[config.mk]
export PLATFORM = sky130hd
export DESIGN_NAME = sfs_status_regs
export DESIGN_NICKNAME = d
export VERILOG_FILES = /design/src/verilog/sfs_pkg.sv /design/src/verilog/sfs_status_regs.sv /design/src/verilog/sfs_deglitch.sv
export SDC_FILE = /design/constraint.sdc
export NUM_CORES = 1
export LEC_CHECK = 0
export ABC_AREA = 1
export BUFFER_PORTS_ARGS = -buffer_cell sky130_fd_sc_hd__clkbuf_2
export CORE_MARGIN = 4
export CORE_UTILIZATION = 40
export CTS_CLUSTER_DIAMETER = 30
export DETAILED_ROUTE_END_ITERATION = 8
export SLEW_MARGIN = 5
export SYNTH_ARGS = -nofsm -noshare
export SYNTH_HDL_FRONTEND = slang
export SYNTH_SLANG_ARGS = --single-unit
[constraint.sdc]
create_clock -name core_clk -period 4.6 [get_ports core_clk]
set_input_delay 1.15 -clock core_clk [delete_from_list [all_inputs] [get_ports core_clk]]
set_output_delay 1.15 -clock core_clk [all_outputs]
set_load 0.05 [all_outputs]
[src/verilog/sfs_pkg.sv]
package sfs_pkg;
  // Register offsets
  localparam logic [7:0] SFS_SENSOR_STATUS_OFFSET = 8'h0f;
  localparam logic [7:0] SFS_SUPPLY_STATUS_OFFSET = 8'h10;
  localparam logic [15:0] SFS_STATUS_RESET = 16'h0000;
  // Field positions in sensor_input_fault_status
  localparam int SFS_LOW_INTEGRITY_POS = 12;
  localparam int SFS_HIGH_INTEGRITY_POS = 8;
  localparam int SFS_LOW_OVERVOLT_POS = 4;
  localparam int SFS_HIGH_OVERVOLT_POS = 0;
  // Field positions in supply_selftest_pin_status
  localparam int SFS_EXC_MON_HIGH_POS = 15;
  localparam int SFS_EXC_MON_LOW_POS = 14;
  localparam int SFS_LINK_ERR_POS = 13;
  localparam int SFS_BOOST_OV_POS = 12;
  localparam int SFS_CORE_OC_POS = 11;
  localparam int SFS_THERMAL_POS = 10;
  localparam int SFS_EXC_MODE_POS = 9;
  localparam int SFS_ANALOG_BIST_POS = 8;
  localparam int SFS_LOGIC_BIST_POS = 7;
  localparam int SFS_MAIN_OV_POS = 6;
  localparam int SFS_CORE_OV_POS = 5;
  localparam int SFS_PIN_MISMATCH_POS = 4;
  localparam int SFS_FAULT_PIN_POS = 3;
  localparam int SFS_ENC_A_POS = 2;
  localparam int SFS_ENC_B_POS = 1;
  localparam int SFS_ENC_INDEX_POS = 0;
  // Exciter mode code meaning disabled
  localparam logic [1:0] SFS_EXC_MODE_DISABLED = 2'h3;
  // De-glitch timing
  localparam int SFS_CLK_MHZ = 40;
  localparam int SFS_DEGLITCH_NS = 5000;
  localparam int SFS_DEGLITCH_CYCLES = (SFS_DEGLITCH_NS * SFS_CLK_MHZ + 999) / 1000;
endpackage : sfs_pkg

[src/verilog/sfs_status_regs.sv]
// Behaviour
// bits 15:12 low integrity, inputs 4,2,3,1
// bits 11:8 high integrity, inputs 4,2,3,1
// integrity results deglitched for 5 us
// integrity flags stay set until read
// bits 7:4 low overvoltage, clear on read
// bits 3:0 high overvoltage, clear on read
// offsets 0fh and 10h, reset zero
// analog selftest fault sticky, diag exit during a run sets
// logic selftest fault sticky until rerun passes
// exciter mode fault while exciter disabled
// condition present during clearing read wins
module sfs_status_regs #(
  parameter int DEGLITCH_CYCLES = sfs_pkg::SFS_DEGLITCH_CYCLES
) (
  input wire logic core_clk,
  input wire logic sys_rst,
  input wire logic clkEn,
  input wire logic [7:0] regAddr,
  input wire logic regRead,
  input wire logic [3:0] lowIntegrityRaw,
  input wire logic [3:0] highIntegrityRaw,
  input wire logic [3:0] lowOvervoltRaw,
  input wire logic [3:0] highOvervoltRaw,
  input wire logic exciterMonitorHighFault,
  input wire logic exciterMonitorLowFault,
  input wire logic linkErrorFault,
  input wire logic boostOvervoltFault,
  input wire logic coreRegulatorOvercurrent,
  input wire logic exciterThermalWarning,
  input wire logic [1:0] exciterModeField,
  input wire logic analogSelftestRunning,
  input wire logic analogSelftestDone,
  input wire logic analogSelftestPass,
  input wire logic diagnosticExitCommand,
  input wire logic logicSelftestDone,
  input wire logic logicSelftestPass,
  input wire logic mainSupplyOvervolt,
  input wire logic coreSupplyOvervolt,
  input wire logic pinMismatchFault,
  input wire logic faultPinMonitor,
  input wire logic encoderAMonitor,
  input wire logic encoderBMonitor,
  input wire logic encoderIndexMonitor,
  output logic [15:0] regRdata,
  output logic regRvalid
);
  import sfs_pkg::*;

  ////////////////////////////////////////////////////////////////////////////////
  // Elaboration checks
  ////////////////////////////////////////////////////////////////////////////////
  if (DEGLITCH_CYCLES < 1) begin : gBadCycles
    $error("sfs_status_regs: DEGLITCH_CYCLES must be at least 1");
  end
  // The four 4-bit fields must tile the sensor register from bit 0 upward
  if (SFS_HIGH_OVERVOLT_POS != 0 ||
      SFS_LOW_OVERVOLT_POS != SFS_HIGH_OVERVOLT_POS + 4 ||
      SFS_HIGH_INTEGRITY_POS != SFS_LOW_OVERVOLT_POS + 4 ||
      SFS_LOW_INTEGRITY_POS != SFS_HIGH_INTEGRITY_POS + 4) begin : gBadLayout
    $error("sfs_status_regs: sensor field layout does not tile 16 bits");
  end

  typedef struct packed {
    logic [15:0] sensorStatus;
    logic [15:0] supplyStatus;
    logic [15:0] rdata;
    logic rvalid;
  } sfs_regs_s;

  sfs_regs_s state_reg;
  sfs_regs_s state_next;

  logic [3:0] lowIntegrityFilt;
  logic [3:0] highIntegrityFilt;

  ////////////////////////////////////////////////////////////////////////////////
  // Helpers
  ////////////////////////////////////////////////////////////////////////////////
  // Raw inputs are indexed 3:0 as inputs 4,2,3,1
  function automatic logic isAddr(input logic [7:0] a, input logic [7:0] off);
    return a == off;
  endfunction : isAddr

  // Sticky selftest fault: only a finished run may change it
  function automatic logic bistFlag(input logic held, input logic done, input logic pass);
    logic flag;
    flag = held;
    if (done) begin
      flag = !pass;
    end
    return flag;
  endfunction : bistFlag

  ////////////////////////////////////////////////////////////////////////////////
  // De-glitch filters
  ////////////////////////////////////////////////////////////////////////////////
  // 5 us filter
  for (genvar i = 0; i < 4; i++) begin : gFilt
    sfs_deglitch #(.CYCLES(DEGLITCH_CYCLES)) uLow (
      .core_clk(core_clk),
      .sys_rst(sys_rst),
      .clkEn(clkEn),
      .rawIn(lowIntegrityRaw[i]),
      .filtOut(lowIntegrityFilt[i])
    );
    sfs_deglitch #(.CYCLES(DEGLITCH_CYCLES)) uHigh (
      .core_clk(core_clk),
      .sys_rst(sys_rst),
      .clkEn(clkEn),
      .rawIn(highIntegrityRaw[i]),
      .filtOut(highIntegrityFilt[i])
    );
  end

  ////////////////////////////////////////////////////////////////////////////////
  // Flag logic
  ////////////////////////////////////////////////////////////////////////////////
  always_comb begin
    logic rdSensor;
    logic rdSupply;
    logic [15:0] sensorSet;
    logic [15:0] supplySet;
    logic [15:0] supplyRc;
    logic aFlag;
    logic lFlag;
    rdSensor = 1'b0;
    rdSupply = 1'b0;
    sensorSet = '0;
    supplySet = '0;
    supplyRc = '0;
    aFlag = 1'b0;
    lFlag = 1'b0;
    state_next = state_reg;
    rdSensor = regRead && isAddr(regAddr, SFS_SENSOR_STATUS_OFFSET);
    rdSupply = regRead && isAddr(regAddr, SFS_SUPPLY_STATUS_OFFSET);

    // low integrity field
    sensorSet[SFS_LOW_INTEGRITY_POS +: 4] = lowIntegrityFilt;
    // high integrity field
    sensorSet[SFS_HIGH_INTEGRITY_POS +: 4] = highIntegrityFilt;
    // low overvoltage field
    sensorSet[SFS_LOW_OVERVOLT_POS +: 4] = lowOvervoltRaw;
    // high overvoltage field
    sensorSet[SFS_HIGH_OVERVOLT_POS +: 4] = highOvervoltRaw;

    // clear on read
    // The read returns the value held before this clear
    if (rdSensor) begin
      state_next.sensorStatus = '0;
    end
    // set beats clear
    state_next.sensorStatus = state_next.sensorStatus | sensorSet;

    // Sticky clear-on-read faults of the second register
    supplySet[SFS_EXC_MON_HIGH_POS] = exciterMonitorHighFault;
    supplySet[SFS_EXC_MON_LOW_POS] = exciterMonitorLowFault;
    supplySet[SFS_LINK_ERR_POS] = linkErrorFault;
    supplySet[SFS_BOOST_OV_POS] = boostOvervoltFault;
    supplySet[SFS_CORE_OC_POS] = coreRegulatorOvercurrent;
    supplySet[SFS_THERMAL_POS] = exciterThermalWarning;
    supplySet[SFS_MAIN_OV_POS] = mainSupplyOvervolt;
    supplySet[SFS_CORE_OV_POS] = coreSupplyOvervolt;
    supplySet[SFS_PIN_MISMATCH_POS] = pinMismatchFault;
    supplyRc = state_reg.supplyStatus & supplySet;
    if (rdSupply) begin
      supplyRc = supplySet;
    end else begin
      supplyRc = state_reg.supplyStatus | supplySet;
    end

    // analog selftest sticky
    aFlag = bistFlag(state_reg.supplyStatus[SFS_ANALOG_BIST_POS], analogSelftestDone,
      analogSelftestPass);
    // Diagnostic exit during a run wins over a same-cycle pass
    if (diagnosticExitCommand && analogSelftestRunning) begin
      aFlag = 1'b1;
    end
    // logic selftest sticky
    lFlag = bistFlag(state_reg.supplyStatus[SFS_LOGIC_BIST_POS], logicSelftestDone,
      logicSelftestPass);

    state_next.supplyStatus = supplyRc;
    state_next.supplyStatus[SFS_ANALOG_BIST_POS] = aFlag;
    state_next.supplyStatus[SFS_LOGIC_BIST_POS] = lFlag;
    // exciter disabled flag
    state_next.supplyStatus[SFS_EXC_MODE_POS] = exciterModeField == SFS_EXC_MODE_DISABLED;
    // Pin monitors are live, one cycle behind their pins
    state_next.supplyStatus[SFS_FAULT_PIN_POS] = faultPinMonitor;
    state_next.supplyStatus[SFS_ENC_A_POS] = encoderAMonitor;
    state_next.supplyStatus[SFS_ENC_B_POS] = encoderBMonitor;
    state_next.supplyStatus[SFS_ENC_INDEX_POS] = encoderIndexMonitor;

    // register decode
    // Idle cycles return zero so stale data never looks fresh
    state_next.rvalid = regRead;
    if (rdSensor) begin
      state_next.rdata = state_reg.sensorStatus;
    end else if (rdSupply) begin
      state_next.rdata = state_reg.supplyStatus;
    end else begin
      state_next.rdata = '0;
    end
  end

  ////////////////////////////////////////////////////////////////////////////////
  // State register
  ////////////////////////////////////////////////////////////////////////////////
  // reset to zero
  always_ff @(posedge core_clk or posedge sys_rst) begin
    if (sys_rst) begin
      state_reg <= '{SFS_STATUS_RESET, SFS_STATUS_RESET, 16'h0000, 1'b0};
    end else if (clkEn) begin
      state_reg <= state_next;
    end
  end

  ////////////////////////////////////////////////////////////////////////////////
  // Outputs
  ////////////////////////////////////////////////////////////////////////////////
  assign regRdata = state_reg.rdata;
  assign regRvalid = state_reg.rvalid;
endmodule : sfs_status_regs

[src/verilog/sfs_deglitch.sv]
module sfs_deglitch #(
  parameter int CYCLES = sfs_pkg::SFS_DEGLITCH_CYCLES
) (
  input wire logic core_clk,
  input wire logic sys_rst,
  input wire logic clkEn,
  input wire logic rawIn,
  output logic filtOut
);
  import sfs_pkg::*;
  localparam int CW = $clog2(CYCLES + 1);

  if (CYCLES < 1) begin : gBadCycles
    $error("sfs_deglitch: CYCLES must be at least 1");
  end

  typedef struct packed {
    logic [CW-1:0] count;
    logic out;
  } sfs_glitch_s;

  sfs_glitch_s state_reg;
  sfs_glitch_s state_next;

  // Output rises only once input held high CYCLES cycles; a low input clears it at once
  always_comb begin
    state_next = state_reg;
    if (!rawIn) begin
      state_next.count = '0;
      state_next.out = 1'b0;
    end else if (state_reg.count >= CW'(CYCLES - 1)) begin
      state_next.out = 1'b1;
    end else begin
      state_next.count = state_reg.count + CW'(1);
    end
  end

  always_ff @(posedge core_clk or posedge sys_rst) begin
    if (sys_rst) begin
      state_reg <= '0;
    end else if (clkEn) begin
      state_reg <= state_next;
    end
  end

  assign filtOut = state_reg.out;
endmodule : sfs_deglitch

==> flow_metrics.tcl <==
set metrics [dict create \
    ant_nets 0 \
    routedWlPerCell_um 12.3 \
    max_freq_ghz 0.397 \
    switching_share 0.227 \
    pre_cts_slack_ns 1.63 \
    grt_use_met1 0.223 \
    first_pass_iters 4 \
    critPathMaxFanout 22 \
    synthCells 885 \
    cts_sinks 121 \
    cpLargestDelayFamily "simple AND/OR/NAND/NOR gates" \
    core-area_um2 16000 \
    top_usage_layer "met2" \
    timing.hold.ws_ns 0.478 \
    cp_data_required_time_ns 4.88 \
    power_frac_comb 0.067 \
    hold_viol_final 0 \
    cts_inserted_buffers 17 \
    syn_area_per_cell_um2 7.43 \
    grt_pass1_wl_um 24100 \
    ys_seq_area_frac 0.461 \
    pwr-share-seq 0.418 \
    synth_seq_cells 121 \
    cp-end-kind "register" \
    tightest_slew_ns 0.671 \
    drt-initial-drc-count 214 \
    ctsHoldBuffers 0 \
    p_clk_frac 0.515 \
    crit_arrival_ns 2.80 \
    die-area_um2 18500 \
    p_sw_uw 618 \
    fin_worst_skew_ns 0.00644 \
    num_vias 5365 \
    crit_type "input pin to register" \
    rsz0062_at_grt "no" \
    status "completed" \
    period_share 0.548 \
    grt_max_degree 70 \
    start_kind "input pin" \
    finalCriticalPeriod_ns 2.52 \
    timing.slew.headroom 0.553 \
    start_util 0.411 \
    antenna_cells 0 \
    fin_ws_ns 2.08 \
    die_w_um 136 \
    antenna_found_initial 0 \
    gr-usage-met3 0.0455 \
    gp_congestion 0.823 \
    cts.path.max_buffers 2 \
    p_leak_uw 0.00383 \
    met2_usage 0.250 \
    crit_chain "clkbuf_2 -> nand2_1 -> nor2_4 -> nand4_2 -> inv_1 -> o21ai_0" \
    syn_area_um2 6570 \
    area_delta_synth_final_pct 14.3 \
    cts.clk_slew.worst_paths_ns 0.05 \
    gr-total-overflow 0 \
    cts.htree.levels 4 \
    drc_errors 0 \
    viasPerCell 4.67 \
    dp_hpwl_um 9730 \
    finalSetupViolCount 0 \
    pin_count 66 \
    drive_above_1_share 0.131 \
    hp-class "register to register" \
    io_buffers 65 \
    p_int_uw 2110 \
    cts_resized 0 \
    critPathMaxStageDelay_ns 0.53 \
    track_usage 0.162 \
    power_density_nw_per_um2 363 \
    maxCapViolations 0 \
    synth.distinct_cells 29 \
    worst_path_max_delay_cell "nand4_2" \
    insertion_delay_ns 0.42 \
    yosys_warnings 0 \
    synth_nets 942 \
    crit_buf_inv 2 \
    cts-root-buf "clkbuf_16" \
    post_cts_buffers 0 \
    nets 980 \
    slew_viol_final 0 \
    rows 46 \
    grt_pass1_vias 5025 \
    vdd_ir_drop_max_mv 0.235 \
    wl_um 14100 \
    die_h_um 136 \
    tns_ns 0 \
    cts_tree "done" \
]
==> Yosys cell counts <==
cell type	instances	area [µm²]
a21boi_0	1	7.51
a21oi_1	13	65.1
a31oi_1	2	12.5
and2_1	1	6.26
buf_1	1	3.75
buf_2	17	85.1
buf_4	25	188
buf_6	2	22.5
clkbuf_1	4	15.0
dfrtp_1	121	3030
ha_1	8	100
inv_1	102	383
nand2_1	292	1100
nand2_2	3	18.8
nand3_1	100	500
nand3b_1	2	15.0
nand4_1	22	138
nand4_2	1	12.5
nor2_1	59	221
nor2_4	5	56.3
o211ai_1	1	7.51
o21a_1	3	22.5
o21ai_0	65	325
o21ai_1	9	45.0
o21ai_2	9	78.8
o21bai_1	6	45.0
or2_1	1	6.26
or2_2	8	50.1
xor2_1	2	17.5
==> worst paths after layout <==
path | from | endpoint | slack, ns | cells after the start
worst max-delay path | regAddr[1] | state_reg[40] | 2.08 | 6
worst min-delay path | regRdata[1] | regRdata[1] | 0.48 | 2
worst max register to register | gFilt[2].uHigh.state_reg[1] | gFilt[2].uHigh.state_reg[7] | 2.94 | 7
worst min register to register | regRdata[1] | regRdata[1] | 0.48 | 2
max in group asynchronous | sys_rst | gFilt[3].uLow.state_reg[2] | 2.96 | 3
min in group asynchronous | sys_rst | gFilt[3].uHigh.state_reg[4] | 0.82 | 2
==> layout make-up <==
class | instances | area [µm²]
clock buffers | 23 | 478
clock inverters | 7 | 141
fillers | 1618 | 8490
inverters | 102 | 385
multi-input cells | 613 | 2850
flip-flops and latches | 121 | 3030
well taps | 216 | 270
repair buffers | 68 | 360
==> placed cells by master (no fill, tap or decap) <==
cell / count
a21boi_0: 1
a21oi_1: 13
a31oi_1: 2
and2_1: 1
buf_12: 1
buf_4: 2
bufinv_16: 4
clkbuf_1: 3
clkbuf_16: 17
clkbuf_2: 65
clkbuf_8: 3
clkinv_2: 1
clkinv_4: 1
clkinvlp_4: 1
dfrtp_1: 121
ha_1: 8
inv_1: 101
inv_4: 1
nand2_1: 292
nand2_2: 3
nand3_1: 100
nand3b_1: 2
nand4_1: 22
nand4_2: 1
nor2_1: 59
nor2_4: 5
o211ai_1: 1
o21a_1: 3
o21ai_0: 65
o21ai_1: 9
o21ai_2: 9
o21bai_1: 6
or2_1: 1
or2_2: 8
xor2_1: 2
==> power by group through the flow <==
stage	Combinational, µW	Clock [µW]	Sequential [µW]
floorplan	134	0	1150
detailed placement	185	0	1160
global placement	184	0	1160
finish	182	1410	1140
global route	213	1490	1150
CTS	186	1440	1140
==> layer usage <==
layer	vias to the layer above	wire length, µm
met5	-	0
met4	0	140
met3	13	548
met2	77	6320
met1	2402	7100
li1	2873	-
==> kinds of logic after synthesis <==
family          Yosys count  share of synthesized area
simple gates            494                      0.323
buf+inv                 151                      0.106
flops                   121                      0.461
compound gates          109                     0.0927
fa+ha+maj                 8                     0.0152
xor+xnor                  2                    0.00267
==> through the flow <==
step	area, µm²	util	total power [µW]	instances
after floorplan	6570	-	1290	885
after global routing	7510	0.469	2850	1150
final	7510	0.469	2730	1150
after global placement	6890	0.431	1340	1120
after detailed placement	6890	0.431	1340	1120
after CTS	7510	0.469	2760	1150
==> worst min-delay path, cell delays in order (launching register included) <==
cell	delay, ns
dfrtp_1	0.34
nand2_1	0.05
nand2_1	0.05
Power figures use the tool's default switching activity.
